## src/verilog/core_ops_pkg.sv

```systemverilog
// Constants, opcodes, register map and state type for the core op decoder
//**********************************************************************
//**********************************************************************
package core_ops_pkg;
   localparam int unsigned INSTR_W      = 14;
   localparam int unsigned DATA_W       = 8;
   localparam int unsigned PC_W         = 13;
   localparam int unsigned FADDR_W      = 7;
   localparam int unsigned STACK_DEPTH  = 8;
   localparam int unsigned STACK_PTR_W  = 3;
   localparam int unsigned FLAG_W       = 5;
   localparam int unsigned EV_W         = 5;
   localparam int unsigned APB_AW       = 8;
   localparam int unsigned APB_DW       = 32;

   // Opcode fields
   localparam logic [13:0] OP_RETURN    = 14'h0008;
   localparam logic [13:0] OP_SLEEP     = 14'h0063;
   localparam logic [5:0]  OP_ROT_LEFT  = 6'h0d;
   localparam logic [5:0]  OP_ROT_RIGHT = 6'h0c;
   localparam int unsigned OPC_HI       = 13;
   localparam int unsigned OPC_LO       = 8;
   localparam int unsigned DEST_BIT     = 7;

   // Register offsets
   localparam logic [7:0] REG_CTRL      = 8'h00;
   localparam logic [7:0] REG_FLAGS     = 8'h04;
   localparam logic [7:0] REG_IRQ_STAT  = 8'h08;
   localparam logic [7:0] REG_IRQ_MASK  = 8'h0c;
   localparam logic [7:0] REG_ACC       = 8'h10;
   localparam logic [7:0] REG_PC        = 8'h14;

   // Flag layout: carry, digit carry, zero, sleep entered, expiry
   localparam int unsigned FLG_C        = 0;
   localparam int unsigned FLG_DC       = 1;
   localparam int unsigned FLG_Z        = 2;
   localparam int unsigned FLG_PD       = 3;
   localparam int unsigned FLG_TO       = 4;
   localparam logic [4:0] FLAGS_RST     = 5'h18;

   // Event layout
   localparam int unsigned EV_RET       = 0;
   localparam int unsigned EV_ROT       = 1;
   localparam int unsigned EV_SLEEP     = 2;
   localparam int unsigned EV_WAKE      = 3;
   localparam int unsigned EV_WDT       = 4;

   localparam int unsigned CTRL_EN      = 0;
   localparam logic        CTRL_EN_RST  = 1'h1;
   localparam logic [12:0] PC_RST       = 13'h0000;
   localparam logic [12:0] PC_STEP      = 13'h0001;
   localparam logic [7:0]  ACC_RST      = 8'h00;
   localparam logic [7:0]  WDT_ZERO     = 8'h00;
   localparam logic [7:0]  WDT_STEP     = 8'h01;
   localparam logic [7:0]  WDT_MAX      = 8'hff;

   typedef enum logic [1:0] {
      ST_RUN   = 2'b00,
      ST_RET   = 2'b01,
      ST_SLEEP = 2'b11
   } exec_state_t;
endpackage

```

## src/verilog/rotate_carry_unit.sv

```systemverilog
// Rotate through carry datapath, one direction select
`timescale 1ns/10ps
module rotate_carry_unit
(
   input  wire logic [7:0] data_i,
   input  wire logic       carry_i,
   input  wire logic       left_i,
   output logic      [7:0] result_o,
   output logic            carry_o
);
   always_comb
   begin
      if (left_i)
      begin
         result_o = {data_i[6:0], carry_i};
         carry_o  = data_i[7];
      end
      else
      begin
         result_o = {carry_i, data_i[7:1]};
         carry_o  = data_i[0];
      end
   end
endmodule // rotate_carry_unit

```

## src/verilog/return_stack.sv

```systemverilog
// Eight level circular return address stack
`timescale 1ns/10ps
module return_stack
(
   input  wire logic        mclk_i,
   input  wire logic        rst_b_i,
   input  wire logic        push_i,
   input  wire logic [12:0] push_data_i,
   input  wire logic        pop_i,
   output logic      [12:0] top_o
);
   // Overflow wraps silently, as the real stack has no full flag
   logic [12:0] mem_q [core_ops_pkg::STACK_DEPTH];
   logic [2:0]  ptr_q;
   logic [2:0]  ptr_d;

   always_comb
   begin
      ptr_d = ptr_q;
      if (push_i && !pop_i)
         ptr_d = ptr_q + 3'h1;
      else if (pop_i && !push_i)
         ptr_d = ptr_q - 3'h1;
   end

   always_ff @(posedge mclk_i or negedge rst_b_i)
   begin
      if (!rst_b_i)
         ptr_q <= 3'h0;
      else
         ptr_q <= ptr_d;
   end

   always_ff @(posedge mclk_i)
   begin
      if (push_i && !pop_i)
         mem_q[ptr_q] <= push_data_i;
   end

   assign top_o = mem_q[ptr_q - 3'h1];
endmodule // return_stack

```

## src/verilog/core_ops_decoder.sv

```systemverilog
// Return, rotate and sleep execution with APB status registers
//
// Chosen here: the register offsets and the APB interface to the registers.
`timescale 1ns/10ps
module core_ops_decoder
#(
   parameter logic [7:0] WDT_PRE_TOP = core_ops_pkg::WDT_MAX
)
(
   input  wire logic        mclk_i,
   input  wire logic        rst_b_i,
   input  wire logic        psel_i,
   input  wire logic        penable_i,
   input  wire logic        pwrite_i,
   input  wire logic [7:0]  paddr_i,
   input  wire logic [31:0] pwdata_i,
   output logic      [31:0] prdata_o,
   output logic             pready_o,
   output logic             pslverr_o,
   input  wire logic        instr_valid_i,
   input  wire logic [13:0] instr_i,
   input  wire logic [7:0]  operand_i,
   input  wire logic        call_push_i,
   input  wire logic [12:0] call_pc_i,
   input  wire logic        wake_pin_i,
   output logic             instr_ready_o,
   output logic      [12:0] pc_o,
   output logic      [7:0]  acc_o,
   output logic             file_wr_o,
   output logic      [6:0]  file_addr_o,
   output logic      [7:0]  file_wdata_o,
   output logic             osc_run_o,
   output logic             wdt_clear_o,
   output logic             irq_o
);
   //*******************************************************************
   // Declarations
   //*******************************************************************
   core_ops_pkg::exec_state_t state_q, state_d;
   logic [12:0] pc_q, pc_d, stack_top;
   logic [7:0]  acc_q, acc_d, rot_res;
   logic [4:0]  flags_q, flags_d;
   logic [4:0]  stat_q, stat_d, mask_q, mask_d, ev;
   logic        ready_q, ready_d, wr_q, wr_d, wclr_q, wclr_d;
   logic        osc_q, osc_d, irq_q, irq_d, en_q, en_d;
   logic [6:0]  waddr_q, waddr_d;
   logic [7:0]  wdata_q, wdata_d;
   logic [7:0]  pre_q, pre_d, cnt_q, cnt_d;
   logic        wake_s1_q, wake_s2_q, pop, accept, is_rot, expire;
   logic        rot_carry, apb_acc, apb_wr, flags_wr, hit;
   logic        pready_q, pready_d, perr_q, perr_d;
   logic [31:0] prdata_q, prdata_d, rd;

   assign accept  = instr_valid_i && ready_q;
   assign is_rot  = (instr_i[core_ops_pkg::OPC_HI:core_ops_pkg::OPC_LO]
                     == core_ops_pkg::OP_ROT_LEFT) ||
                    (instr_i[core_ops_pkg::OPC_HI:core_ops_pkg::OPC_LO]
                     == core_ops_pkg::OP_ROT_RIGHT);
   assign expire  = (pre_q == WDT_PRE_TOP) &&
                    (cnt_q == core_ops_pkg::WDT_MAX);

   return_stack u_stack
   (
      .mclk_i      (mclk_i),
      .rst_b_i     (rst_b_i),
      .push_i      (call_push_i),
      .push_data_i (call_pc_i),
      .pop_i       (pop),
      .top_o       (stack_top)
   );

   rotate_carry_unit u_rot
   (
      .data_i   (operand_i),
      .carry_i  (flags_q[core_ops_pkg::FLG_C]),
      .left_i   (instr_i[core_ops_pkg::OPC_HI:core_ops_pkg::OPC_LO]
                 == core_ops_pkg::OP_ROT_LEFT),
      .result_o (rot_res),
      .carry_o  (rot_carry)
   );

   //*******************************************************************
   // Wake pin synchroniser
   //*******************************************************************
   always_ff @(posedge mclk_i or negedge rst_b_i)
   begin
      if (!rst_b_i)
      begin
         wake_s1_q <= 1'h0;
         wake_s2_q <= 1'h0;
      end
      else
      begin
         wake_s1_q <= wake_pin_i;
         wake_s2_q <= wake_s1_q;
      end
   end

   //*******************************************************************
   // Instruction execution
   //*******************************************************************
   always_comb
   begin
      state_d = state_q;
      pc_d    = pc_q;
      acc_d   = acc_q;
      flags_d = flags_q;
      wr_d    = 1'h0;
      waddr_d = waddr_q;
      wdata_d = wdata_q;
      wclr_d  = 1'h0;
      pop     = 1'h0;
      ev      = '0;
      // Software write first so a same-cycle hardware update wins
      if (flags_wr)
         flags_d[core_ops_pkg::FLG_Z:core_ops_pkg::FLG_C] =
            pwdata_i[core_ops_pkg::FLG_Z:core_ops_pkg::FLG_C];
      if (expire)
      begin
         flags_d[core_ops_pkg::FLG_TO] = 1'h0;
         ev[core_ops_pkg::EV_WDT]      = 1'h1;
      end
      case (state_q)
         core_ops_pkg::ST_RUN:
         begin
            if (accept && instr_i == core_ops_pkg::OP_RETURN)
            begin
               pop     = 1'h1;
               pc_d    = stack_top;
               state_d = core_ops_pkg::ST_RET;
               ev[core_ops_pkg::EV_RET] = 1'h1;
            end
            else if (accept && instr_i == core_ops_pkg::OP_SLEEP)
            begin
               flags_d[core_ops_pkg::FLG_PD] = 1'h0;
               flags_d[core_ops_pkg::FLG_TO] = 1'h1;
               wclr_d  = 1'h1;
               state_d = core_ops_pkg::ST_SLEEP;
               pc_d    = pc_q + core_ops_pkg::PC_STEP;
               ev[core_ops_pkg::EV_SLEEP] = 1'h1;
            end
            else if (accept && is_rot)
            begin
               // Only carry changes; zero and digit carry untouched
               flags_d[core_ops_pkg::FLG_C] = rot_carry;
               if (instr_i[core_ops_pkg::DEST_BIT])
               begin
                  wr_d    = 1'h1;
                  waddr_d = instr_i[6:0];
                  wdata_d = rot_res;
               end
               else
                  acc_d = rot_res;
               pc_d = pc_q + core_ops_pkg::PC_STEP;
               ev[core_ops_pkg::EV_ROT] = 1'h1;
            end
            else if (accept)
               pc_d = pc_q + core_ops_pkg::PC_STEP;
         end
         core_ops_pkg::ST_RET:
            state_d = core_ops_pkg::ST_RUN;
         core_ops_pkg::ST_SLEEP:
         begin
            if (wake_s2_q || expire)
            begin
               state_d = core_ops_pkg::ST_RUN;
               ev[core_ops_pkg::EV_WAKE] = 1'h1;
            end
         end
         default:
            state_d = core_ops_pkg::ST_RUN;
      endcase
      ready_d = (state_d == core_ops_pkg::ST_RUN) && en_q;
      osc_d   = (state_d != core_ops_pkg::ST_SLEEP);
   end

   always_ff @(posedge mclk_i or negedge rst_b_i)
   begin
      if (!rst_b_i)
      begin
         state_q <= core_ops_pkg::ST_RUN;
         pc_q    <= core_ops_pkg::PC_RST;
         acc_q   <= core_ops_pkg::ACC_RST;
         flags_q <= core_ops_pkg::FLAGS_RST;
         wr_q    <= 1'h0;
         waddr_q <= 7'h00;
         wdata_q <= 8'h00;
         wclr_q  <= 1'h0;
         ready_q <= 1'h0;
         osc_q   <= 1'h1;
      end
      else
      begin
         state_q <= state_d;
         pc_q    <= pc_d;
         acc_q   <= acc_d;
         flags_q <= flags_d;
         wr_q    <= wr_d;
         waddr_q <= waddr_d;
         wdata_q <= wdata_d;
         wclr_q  <= wclr_d;
         ready_q <= ready_d;
         osc_q   <= osc_d;
      end
   end

   //*******************************************************************
   // Watchdog counter and prescaler
   //*******************************************************************
   always_comb
   begin
      pre_d = pre_q + core_ops_pkg::WDT_STEP;
      cnt_d = cnt_q;
      if (pre_q == WDT_PRE_TOP)
      begin
         pre_d = core_ops_pkg::WDT_ZERO;
         cnt_d = cnt_q + core_ops_pkg::WDT_STEP;
      end
      if (wclr_d)
      begin
         pre_d = core_ops_pkg::WDT_ZERO;
         cnt_d = core_ops_pkg::WDT_ZERO;
      end
   end

   always_ff @(posedge mclk_i or negedge rst_b_i)
   begin
      if (!rst_b_i)
      begin
         pre_q <= core_ops_pkg::WDT_ZERO;
         cnt_q <= core_ops_pkg::WDT_ZERO;
      end
      else
      begin
         pre_q <= pre_d;
         cnt_q <= cnt_d;
      end
   end

   //*******************************************************************
   // APB slave, two-cycle access, write commits with pready
   //*******************************************************************
   assign apb_acc  = psel_i && penable_i && !pready_q;
   assign apb_wr   = psel_i && penable_i && pready_q && pwrite_i && !perr_q;
   assign flags_wr = apb_wr && (paddr_i == core_ops_pkg::REG_FLAGS);

   always_comb
   begin
      hit = 1'h1;
      rd  = '0;
      if (paddr_i == core_ops_pkg::REG_CTRL)
         rd[core_ops_pkg::CTRL_EN] = en_q;
      else if (paddr_i == core_ops_pkg::REG_FLAGS)
         rd[4:0] = flags_q;
      else if (paddr_i == core_ops_pkg::REG_IRQ_STAT)
         rd[4:0] = stat_q;
      else if (paddr_i == core_ops_pkg::REG_IRQ_MASK)
         rd[4:0] = mask_q;
      else if (paddr_i == core_ops_pkg::REG_ACC)
         rd[7:0] = acc_q;
      else if (paddr_i == core_ops_pkg::REG_PC)
         rd[12:0] = pc_q;
      else
         hit = 1'h0;
      pready_d = apb_acc;
      perr_d   = apb_acc && !hit;
      prdata_d = (apb_acc && !pwrite_i) ? rd : '0;
      en_d     = en_q;
      mask_d   = mask_q;
      if (apb_wr && paddr_i == core_ops_pkg::REG_CTRL)
         en_d = pwdata_i[core_ops_pkg::CTRL_EN];
      if (apb_wr && paddr_i == core_ops_pkg::REG_IRQ_MASK)
         mask_d = pwdata_i[4:0];
      // Set wins over a same-cycle write-one clear
      stat_d = stat_q;
      if (apb_wr && paddr_i == core_ops_pkg::REG_IRQ_STAT)
         stat_d = stat_q & ~pwdata_i[4:0];
      stat_d = stat_d | ev;
      irq_d  = |(stat_d & mask_d);
   end

   always_ff @(posedge mclk_i or negedge rst_b_i)
   begin
      if (!rst_b_i)
      begin
         pready_q <= 1'h0;
         perr_q   <= 1'h0;
         prdata_q <= 32'h0000_0000;
         en_q     <= core_ops_pkg::CTRL_EN_RST;
         mask_q   <= 5'h00;
         stat_q   <= 5'h00;
         irq_q    <= 1'h0;
      end
      else
      begin
         pready_q <= pready_d;
         perr_q   <= perr_d;
         prdata_q <= prdata_d;
         en_q     <= en_d;
         mask_q   <= mask_d;
         stat_q   <= stat_d;
         irq_q    <= irq_d;
      end
   end

   assign prdata_o      = prdata_q;
   assign pready_o      = pready_q;
   assign pslverr_o     = perr_q;
   assign instr_ready_o = ready_q;
   assign pc_o          = pc_q;
   assign acc_o         = acc_q;
   assign file_wr_o     = wr_q;
   assign file_addr_o   = waddr_q;
   assign file_wdata_o  = wdata_q;
   assign osc_run_o     = osc_q;
   assign wdt_clear_o   = wclr_q;
   assign irq_o         = irq_q;

   logic do_ret, do_slp, do_rl, do_rr;
   assign do_ret = accept && state_q == core_ops_pkg::ST_RUN &&
                   instr_i == core_ops_pkg::OP_RETURN;
   assign do_slp = accept && state_q == core_ops_pkg::ST_RUN &&
                   instr_i == core_ops_pkg::OP_SLEEP;
   assign do_rl  = accept && state_q == core_ops_pkg::ST_RUN &&
                   instr_i[13:8] == core_ops_pkg::OP_ROT_LEFT;
   assign do_rr  = accept && state_q == core_ops_pkg::ST_RUN &&
                   instr_i[13:8] == core_ops_pkg::OP_ROT_RIGHT;
endmodule // core_ops_decoder

```

## config.mk

```make
export PLATFORM = sky130hd
export DESIGN_NAME = core_ops_decoder
export DESIGN_NICKNAME = d
export VERILOG_FILES = /design/src/verilog/core_ops_pkg.sv /design/src/verilog/rotate_carry_unit.sv /design/src/verilog/return_stack.sv /design/src/verilog/core_ops_decoder.sv
export SDC_FILE = /design/constraint.sdc
export NUM_CORES = 1
export LEC_CHECK = 0
export BUFFER_PORTS_ARGS = -buffer_cell sky130_fd_sc_hd__buf_2
export CAP_MARGIN = 20
export CORE_MARGIN = 2
export CORE_UTILIZATION = 56
export CTS_BUF_LIST = sky130_fd_sc_hd__clkbuf_16
export DETAILED_ROUTE_END_ITERATION = 8
export GPL_TIMING_DRIVEN = 0
export PLACE_DENSITY = 0.8
export REMOVE_ABC_BUFFERS = 1
export SLEW_MARGIN = 20
export SYNTH_ARGS = -nofsm -noshare
export SYNTH_HDL_FRONTEND = slang
export SYNTH_SLANG_ARGS = --single-unit
```

## constraint.sdc

```tcl
create_clock -name mclk_i -period 4.25 [get_ports mclk_i]
set_clock_uncertainty 0.05 [all_clocks]
set_input_delay 0.85 -clock mclk_i [delete_from_list [all_inputs] [get_ports mclk_i]]
set_output_delay 0.85 -clock mclk_i [all_outputs]
set_load 0.05 [all_outputs]
```

==> impl_metrics.env, run 1 <==
export IMPL_area_delta_synth_final_pct=16.2
export IMPL_setup_viol=0
export IMPL_yosysUniqueCellTypes=53
export IMPL_synth_seq_cells=199
export IMPL_layout_commonest_cell="buf_2"
export IMPL_core_area_mm2=0.0150
export IMPL_slew_violations=0
export IMPL_r2r_cells=9
export IMPL_worst_pin_slew_ns=0.935
export IMPL_io_pins=158
export IMPL_rsz0062_at_grt="no"
export IMPL_worst_setup_path_start_kind="flip-flop"
export IMPL_synth_top_flop_cell="edfxtp_1"
export IMPL_clock_fmax_mhz=299
export IMPL_track_usage_pct=24.8
export IMPL_async_reset_ff_share_pct=47.7
export IMPL_hold_viol_final=0
export IMPL_grt_pass1_vias=5601
export IMPL_drive_gt1_share_pct=26.9
export IMPL_final_util_pct=66.1
export IMPL_grt_max_degree=80
export IMPL_whs_ns=0.184
export IMPL_gp_congestion=0.869
export IMPL_port_buffers=111
export IMPL_yosysWarnings=0
export IMPL_nets=845
export IMPL_synth_top_area_share_pct=36.5
export IMPL_ff2ff_setup_slack_ns=0.90
export IMPL_cts_tree="yes"
export IMPL_die_w_um=128
export IMPL_critPathCaptureType="flip-flop"
export IMPL_cp_data_required_time_ns=4.40
export IMPL_yosys_area_top_type="edfxtp_1"
export IMPL_globalRoute_totalOverflow=0
export IMPL_relSlewSlack_pct=37.6
export IMPL_min_period_ns=3.35
export IMPL_path_class="flip-flop to flip-flop"
export IMPL_avgSynthCellArea_um2=13.3
export IMPL_totalWireLength_um=19500
export IMPL_syn_area_mm2=0.00855
export IMPL_worstPathMaxFanout=17
export IMPL_drtIter0Drc=533
export IMPL_critPathMaxStageDelay_ns=0.63
export IMPL_cts_resized=0
export IMPL_fp_dieH_um=128
export IMPL_reg2reg_from="state_q[1]$_DFF_PN0_"
export IMPL_clockBufferDepth=2
export IMPL_dp_hpwl_um=12900
export IMPL_clk_latency_ns=0.44
export IMPL_synth_edff_count=104
export IMPL_die_area_mm2=0.0163
export IMPL_ys_seq_area_share_pct=64.4
export IMPL_grt_pass1_wl_um=30300
export IMPL_root_buffer="clkbuf_16"
export IMPL_yosys_top_cells_area="edfxtp_1 (37%), dfrtp_1 (27%), mux4_2 (6.9%)"
export IMPL_h_tree_depth=4
export IMPL_cp_cell_sequence="inv_1 -> ha_1 -> nand3_1 -> nor4_1 -> nand3_1 -> ha_1 -> nand2b_1 -> nor3_2 -> buf_6"
export IMPL_cts_made_buffers=17
export IMPL_cts_setup_buffers=0
export IMPL_drcViolationCount=0
export IMPL_firstDrtPassIters=5
export IMPL_wl_per_cell_um=20.4
export IMPL_holdBufCountCts=0
export IMPL_initial_core_util_pct=56.9
export IMPL_rr_endpoint="u_stack.mem_q[0][3]$_DFFE_PP_"
export IMPL_cap_violations=0
export IMPL_vias=5692
export IMPL_clkSlewWorstSetupHoldPaths_ns=0.07
export IMPL_grt_antenna_before_repair=1
export IMPL_peakVddDrop_mv=0.406
export IMPL_power_density_mw_per_mm2=521
export IMPL_critPathSlowestCell="nor4_1"
export IMPL_run_status="complete, no violations"
export IMPL_timing_critical_path_arrival_ns=3.50
export IMPL_postSynthCellCount=641
export IMPL_layout_common_cells="buf_2 (110), edfxtp_1 (104), dfrtp_1 (90)"
export IMPL_min_period_over_period_pct=78.8
export IMPL_rows=45
export IMPL_hold_path_class="input pin to async pin"
export IMPL_via_per_inst=5.95
export IMPL_p_leak_nw=4.14
export IMPL_cts_sinks=199
export IMPL_drtAntennaViolNets=0
## cells in the mapped netlist, types with 5 or more instances
cell	n
inv_1	12
buf_4	19
a21oi_1	34
o21ai_0	28
mux2_2	9
nand4_1	8
nor3_1	15
nor2_1	51
dfrtp_1	91
xor2_1	10
or3_1	7
o22a_1	5
nor4_1	5
clkbuf_1	16
o22ai_1	8
ha_1	8
nand3_1	14
mux4_2	26
nand2_1	69
and3_1	12
mux2i_1	32
nor2b_1	5
edfxtp_1	104
## sequential cells by signal, summed over array words and instances (netlist names), 5 cells and up
| signal | flops |
|---|---|
| cnt_q | 8 |
| file_wdata_o | 8 |
| pc_o | 13 |
| file_addr_o | 7 |
| pre_q | 8 |
| stat_q | 5 |
| flags_q | 5 |
| mask_q | 5 |
| acc_o | 8 |
| u_stack.mem_q | 104 |
| prdata_o | 13 |
## worst max path at each step
stage | endpoint | slack, ns | cells after the start | startpoint
floorplan | pc_o[3]$_DFFE_PN0P_ | 0.76 | 7 | u_stack.ptr_q[0]$_DFFE_PN0P_
finish | u_stack.mem_q[0][3]$_DFFE_PP_ | 0.90 | 9 | state_q[1]$_DFF_PN0_
global placement | u_stack.mem_q[4][6]$_DFFE_PP_ | -0.14 | 7 | instr_valid_i
global route | u_stack.mem_q[0][3]$_DFFE_PP_ | 0.63 | 9 | state_q[0]$_DFF_PN0_
detailed placement | u_stack.mem_q[2][11]$_DFFE_PP_ | 0.69 | 7 | instr_valid_i
CTS | pc_o[6]$_DFFE_PN0P_ | 0.83 | 7 | u_stack.ptr_q[0]$_DFFE_PN0P_
## kinds of logic after synthesis
logic type,Yosys count,synth area share (%)
AOI/OAI and AO/OA,97,6.82
xor gates and xnor gates,14,1.43
adders and majority gates,8,1.17
buffers and inverters,54,3.23
DFF,199,64.4
muxes,67,11.8
other,1,0.0439
and+or+nand+nor,201,11.1
## worst max-delay path, delay by kind of cell, from the launching register on
family | cells | cell delay [ns]
buffers and inverters | 2 | 0.27
DFF | 1 | 0.40
adders and majority gates | 2 | 0.54
and+or+nand+nor | 5 | 1.83
## power by group
part,switching (W),total [W],internal [W]
Combinational,0.000697,0.00128,0.000584
Clock,0.000760,0.00160,0.000843
Sequential,0.0000912,0.00229,0.00220
## through the flow
| step | setup WS, ns | area [um^2] | total power [W] | TNS [ns] | std cells |
|---|---|---|---|---|---|
| after detailed placement | 0.691 | 9320 | 0.00357 | 0 | 923 |
| after global routing | 0.633 | 9930 | 0.00537 | 0 | 955 |
| final | 0.901 | 9930 | 0.00518 | 0 | 956 |
| after CTS | 0.827 | 9920 | 0.00521 | 0 | 955 |
| after global placement | -0.139 | 9180 | 0.00345 | -3.98 | 917 |
| after floorplan | 0.756 | 8390 | 0.00313 | 0 | 618 |
## routing by layer
metal  vias to the layer above  track usage (%)  share of wire (%)
met5                         -                0                  0
met4                         0             8.73                2.2
met3                        33             5.53                6.2
met2                       248             41.7                 51
met1                      2854             32.0                 41
li1                       2557                -                  -
## layout make-up
type | instances | area (um^2)
Antenna cell | 1 | 2.50
Multi-Input combinational cell | 406 | 2880
Inverter | 13 | 48.8
Timing Repair Buffer | 117 | 654
Sequential cell | 199 | 5510
Clock buffer | 17 | 425
Clock inverter | 15 | 176
Fill cell | 1008 | 5100
Tap cell | 188 | 235
Power figures use the tool's default switching activity.
==> run 2: changes to the inputs <==
==> constraint.sdc (replaced) <==
create_clock -name mclk_i -period 3.1 [get_ports mclk_i]
set_clock_uncertainty 0.05 [all_clocks]
set_input_delay 0.62 -clock mclk_i [delete_from_list [all_inputs] [get_ports mclk_i]]
set_output_delay 0.62 -clock mclk_i [all_outputs]
set_load 0.05 [all_outputs]
==> run 2 against run 1 <==
Against the previous run: hold slack improved by 0.073 ns; clock power increased by 38%; wire length increased by 0.25%; sequential power increased by 38%; final area increased by 0.55%; die area unchanged; final cell count increased by 0.10%; first-iteration DRC count decreased by 1.5%; register-to-register slack got worse by 0.75 ns; sequential share of layout area decreased by 0.31 points; critical endpoint unchanged; largest power group unchanged; highest routed layer unchanged.
==> impl_metrics.env, run 2 (synthesis results as in run 1) <==
export IMPL_initial_core_util_pct=56.9
export IMPL_core_area_mm2=0.0150
export IMPL_drtAntennaViolNets=0
export IMPL_timing_critical_path_arrival_ns=3.09
export IMPL_critPathSlowestCell="dfrtp_1"
export IMPL_largest_register_ffs=104
export IMPL_min_period_over_period_pct=95.1
export IMPL_seq_area_mm2=0.00551
export IMPL_clkSlewWorstSetupHoldPaths_ns=0.07
export IMPL_layout_commonest_cell="buf_2"
export IMPL_worstPathMaxFanout=17
export IMPL_clock_fmax_mhz=339
export IMPL_root_buffer="clkbuf_16"
export IMPL_cp_data_required_time_ns=3.25
export IMPL_grt_max_degree=80
export IMPL_path_class="flip-flop to flip-flop"
export IMPL_firstDrtPassIters=5
export IMPL_min_delay_path_depth=1
export IMPL_cap_violations=0
export IMPL_clk_latency_ns=0.44
export IMPL_worstHoldStart="wake_pin_i"
export IMPL_rows=45
export IMPL_cts_sinks=199
export IMPL_gp_congestion=0.869
export IMPL_grt_antenna_before_repair=1
export IMPL_clockBufferDepth=2
export IMPL_wl_per_cell_um=20.5
export IMPL_h_tree_depth=4
export IMPL_p_seq_share_pct=44.1
export IMPL_cp_cell_sequence="inv_1 -> ha_1 -> nand3_2 -> nor4_4 -> nand3_1 -> ha_1 -> nand2b_1 -> nor3_4 -> buf_6"
export IMPL_drtIter0Drc=525
export IMPL_critPathCaptureType="flip-flop"
export IMPL_slew_violations=0
export IMPL_crit_buf_inv=2
export IMPL_cts_tree="yes"
export IMPL_globalRoute_totalOverflow=0
export IMPL_nets=846
export IMPL_final_util_pct=66.4
export IMPL_whs_ns=0.257
export IMPL_layout_common_cells="buf_2 (110), edfxtp_1 (104), dfrtp_1 (90)"
export IMPL_p_sw_w=0.00214
export IMPL_netSwitchingFraction_pct=29.9
export IMPL_hold_end="wake_s1_q$_DFF_PN0_"
export IMPL_via_per_inst=5.97
export IMPL_ff2ff_setup_slack_ns=0.15
export IMPL_power_density_mw_per_mm2=715
export IMPL_setup_viol=0
export IMPL_run_status="complete, no violations"
export IMPL_io_pins=158
export IMPL_internal_power_w=0.00500
export IMPL_drcViolationCount=0
export IMPL_pwr_share_clk_pct=30.8
export IMPL_fp_dieH_um=128
export IMPL_hold_viol_final=0
export IMPL_track_usage_pct=24.8
export IMPL_cts_setup_buffers=0
export IMPL_dp_hpwl_um=12900
export IMPL_power_total_w=0.00714
export IMPL_pre_cts_ws_ns=-0.229
export IMPL_power_share_combinational_pct=25.2
export IMPL_worst_pin_slew_ns=1.12
export IMPL_grt_pass1_vias=5589
export IMPL_rsz0062_at_grt="yes"
export IMPL_fillers=997
export IMPL_rr_endpoint="u_stack.mem_q[0][3]$_DFFE_PP_"
export IMPL_worst_setup_path_start_kind="flip-flop"
export IMPL_fin_ws_ns=0.153
export IMPL_hold_path_class="input pin to flip-flop"
export IMPL_multi_input_area_mm2=0.00293
export IMPL_relSlewSlack_pct=24.8
export IMPL_die_area_mm2=0.0163
export IMPL_r2r_cells=9
export IMPL_min_period_ns=2.95
export IMPL_grt_pass1_wl_um=30400
export IMPL_port_buffers=111
export IMPL_cts_made_buffers=17
export IMPL_critPathMaxStageDelay_ns=0.40
export IMPL_cp_common_cell="ha_1"
export IMPL_crit_family="simple AND/OR/NAND/NOR gates"
export IMPL_reg2reg_from="state_q[1]$_DFF_PN0_"
export IMPL_peakVddDrop_mv=0.506
export IMPL_area_delta_synth_final_pct=16.8
export IMPL_regMostFlops="u_stack.mem_q"
export IMPL_totalWireLength_um=19600
export IMPL_drive_gt1_share_pct=27.0
export IMPL_p_leak_nw=4.16
export IMPL_vias=5718
export IMPL_die_w_um=128
-- run 2: worst reg2reg max path, stage by stage (launching register included) --
cell,delay (ns)
dfrtp_1,0.40
inv_1,0.09
ha_1,0.23
nand3_2,0.35
nor4_4,0.33
nand3_1,0.22
ha_1,0.31
nand2b_1,0.39
nor3_4,0.15
buf_6,0.18
-- run 2: final cells by class --
cell class | instances | area share, %
inverter | 13 | 0.489
antenna | 1 | 0.0251
clock buffer | 17 | 4.26
tap | 188 | 2.36
multi-input combinational | 406 | 29.3
timing repair buffer | 118 | 6.65
clock inverter | 15 | 1.77
sequential | 199 | 55.1
-- run 2: worst max-delay path by stage --
stage	cells past startpoint	end	slack, ns	start
after CTS	7	pc_o[6]$_DFFE_PN0P_	0.02	u_stack.ptr_q[0]$_DFFE_PN0P_
after global placement	6	pc_o[7]$_DFFE_PN0P_	-1.25	u_stack.ptr_q[0]$_DFFE_PN0P_
after global routing	9	u_stack.mem_q[0][3]$_DFFE_PP_	-0.06	state_q[0]$_DFF_PN0_
after floorplan	7	pc_o[3]$_DFFE_PN0P_	-0.39	u_stack.ptr_q[0]$_DFFE_PN0P_
after detailed placement	7	u_stack.mem_q[2][11]$_DFFE_PP_	-0.23	instr_valid_i
final	9	u_stack.mem_q[0][3]$_DFFE_PP_	0.15	state_q[1]$_DFF_PN0_
-- run 2: power by group through the flow --
stage                     clock [W]  combinational [W]  sequential, W
after global routing        0.00233            0.00191        0.00317
after CTS                   0.00223            0.00177        0.00315
final                       0.00220            0.00180        0.00315
after floorplan                   0            0.00109        0.00321
after detailed placement          0            0.00170        0.00319
after global placement            0            0.00149        0.00324
-- run 2: stage by stage --
stage / setup TNS, ns / std cells / area (um^2)
after global routing: -1.91 / 956 / 9990
after global placement: -75.40 / 917 / 9180
after detailed placement: -16.75 / 923 / 9320
final: 0 / 957 / 9990
after floorplan: -3.00 / 618 / 8390
after CTS: 0 / 956 / 9960
-- run 2: timing repair --
item,4_1_cts,5_1_grt
hold buffers,1,0
endpoints found under the hold margin,15,0
setup endpoints to repair,118,92
gates resized for setup,5,4
-- run 2: metal layers --
metal	part of all wire (%)	track usage (%)
met4	1.8	8.27
met5	0	0
met2	51	42.0
met3	6.2	5.36
met1	41	32.2
==> run 3: changes to the inputs <==
--- a/config.mk
+++ b/config.mk
@@ -12,7 +12,9 @@
 export CTS_BUF_LIST = sky130_fd_sc_hd__clkbuf_16
 export DETAILED_ROUTE_END_ITERATION = 8
 export GPL_TIMING_DRIVEN = 0
+export HOLD_SLACK_MARGIN = 0.15
 export PLACE_DENSITY = 0.8
+export RECOVER_POWER = 100
 export REMOVE_ABC_BUFFERS = 1
 export SLEW_MARGIN = 20
 export SYNTH_ARGS = -nofsm -noshare
==> run 3 against run 2 <==
Against the previous run: hold slack got worse by 0.0011 ns; power fell by 0.22%; clock power barely moved; die area did not move; maximum frequency fell by 3.2%; wire length fell by 0.22%; global-route usage did not move; critical path depth fell by 2; critical endpoint is now instr_ready_o$_DFF_PN0_; sequential cell count did not move; core utilization fell by 0.83 points; largest power group unchanged.
==> impl_metrics.env, run 3 (synthesis results as in run 1) <==
export IMPL_run_status="complete, no violations"
export IMPL_seq_area_mm2=0.00551
export IMPL_min_period_ns=3.05
export IMPL_pre_cts_ws_ns=-0.229
export IMPL_whs_ns=0.255
export IMPL_clock_fmax_mhz=328
export IMPL_drtIter0Drc=519
export IMPL_cap_violations=0
export IMPL_wl_per_cell_um=20.4
export IMPL_finalNonFillerCells=956
export IMPL_initial_core_util_pct=56.9
export IMPL_gp_congestion=0.869
export IMPL_critPathCaptureType="flip-flop"
export IMPL_multi_input_area_mm2=0.00293
export IMPL_place_area_mm2=0.00932
export IMPL_power_density_mw_per_mm2=722
export IMPL_crit_buf_inv=1
export IMPL_relSlewSlack_pct=14.9
export IMPL_critPathMaxStageDelay_ns=0.70
export IMPL_grt_pass1_vias=5589
export IMPL_grt_antenna_before_repair=0
export IMPL_cts_made_buffers=17
export IMPL_rsz0062_at_grt="yes"
export IMPL_cp_data_required_time_ns=3.41
export IMPL_min_period_over_period_pct=98.2
export IMPL_cts_sinks=199
export IMPL_vias=5729
export IMPL_drtAntennaViolNets=0
export IMPL_nets=846
export IMPL_firstDrtPassIters=5
export IMPL_worst_setup_path_start_kind="input pin"
export IMPL_clockBufferDepth=2
export IMPL_grt_pass1_wl_um=30400
export IMPL_fp_dieH_um=128
export IMPL_io_pins=158
export IMPL_setup_tns_ns=0
export IMPL_layout_commonest_cell="edfxtp_1"
export IMPL_via_per_inst=5.99
export IMPL_critPathSlowestCell="or2_0"
export IMPL_drcViolationCount=0
export IMPL_crit_family="simple AND/OR/NAND/NOR gates"
export IMPL_grt_max_degree=80
export IMPL_path_class="input pin to flip-flop"
export IMPL_root_buffer="clkbuf_16"
export IMPL_diodes=0
export IMPL_globalRoute_totalOverflow=0
export IMPL_layout_common_cells="edfxtp_1 (104), dfrtp_1 (90), clkbuf_1 (72)"
export IMPL_clkSlewWorstSetupHoldPaths_ns=0.07
export IMPL_drive_gt1_share_pct=17.1
export IMPL_core_area_mm2=0.0150
export IMPL_port_buffers=111
export IMPL_slew_violations=0
export IMPL_largest_register_ffs=104
export IMPL_fillers=1045
export IMPL_hold_path_class="input pin to flip-flop"
export IMPL_peakVddDrop_mv=0.507
export IMPL_die_w_um=128
export IMPL_cts_tree="yes"
export IMPL_cts_setup_buffers=0
export IMPL_regMostFlops="u_stack.mem_q"
export IMPL_timing_critical_path_arrival_ns=3.35
export IMPL_worst_pin_slew_ns=1.28
export IMPL_p_leak_nw=3.86
export IMPL_worstPathMaxFanout=25
export IMPL_setup_viol=0
export IMPL_fin_ws_ns=0.0545
export IMPL_totalWireLength_um=19500
export IMPL_dp_hpwl_um=12900
export IMPL_area_delta_synth_final_pct=15.4
export IMPL_die_area_mm2=0.0163
export IMPL_rows=45
export IMPL_cp_cell_sequence="buf_2 -> or3_1 -> or4_1 -> or2_0 -> a32o_1 -> nor2b_4 -> nor3b_2"
export IMPL_track_usage_pct=24.8
export IMPL_placed_cells=923
export IMPL_hold_viol_final=0
export IMPL_final_area_mm2=0.00986
export IMPL_clk_latency_ns=0.44
export IMPL_h_tree_depth=4
## run 3: timing repair
item,in CTS,in global routing
hold buffers,1,0
endpoints found under the setup margin,118,92
endpoints found under the hold margin,15,0
gates resized for setup,5,4
gates cloned,0,0
## run 3: stage by stage
step / power (W) / utilization, %
after floorplan: 0.00429 / -
after global placement: 0.00473 / 61.1
after detailed placement: 0.00489 / 62.0
after CTS: 0.00714 / 66.2
after global routing: 0.00740 / 65.6
final: 0.00712 / 65.6
## run 3: layer usage
metal / share of wire [%] / track usage (%) / routed length [um]
met1: 41 / 32.2 / 7920
met2: 51 / 42.0 / 9920
met3: 6.4 / 5.36 / 1260
met4: 2.3 / 8.27 / 446
met5: 0 / 0 / 0
## run 3: layout make-up
type	count	share of cell area, %
flip-flops and latches	199	55.8
multi-input cells	406	29.7
repair buffers	118	5.53
clock buffers	17	4.31
well taps	188	2.38
clock inverters	15	1.79
inverters	13	0.495
## run 3: report_power, final
part / internal [W] / switching, W
combinational: 0.000813 / 0.000962
clock: 0.00116 / 0.00105
sequential: 0.00302 / 0.000125
## run 3: worst paths after layout
path,endpoint,startpoint,slack (ns),cells past startpoint
max,instr_ready_o$_DFF_PN0_,instr_i[9],0.05,7
min,wake_s1_q$_DFF_PN0_,wake_pin_i,0.26,1
max reg2reg,u_stack.mem_q[0][3]$_DFFE_PP_,state_q[1]$_DFF_PN0_,0.16,9
min reg2reg,wake_s2_q$_DFF_PN0_,wake_s1_q$_DFF_PN0_,0.30,0
max in group asynchronous,u_stack.ptr_q[0]$_DFFE_PN0P_,rst_b_i,0.50,3
min in group asynchronous,file_wdata_o[3]$_DFFE_PN0P_,rst_b_i,0.77,2
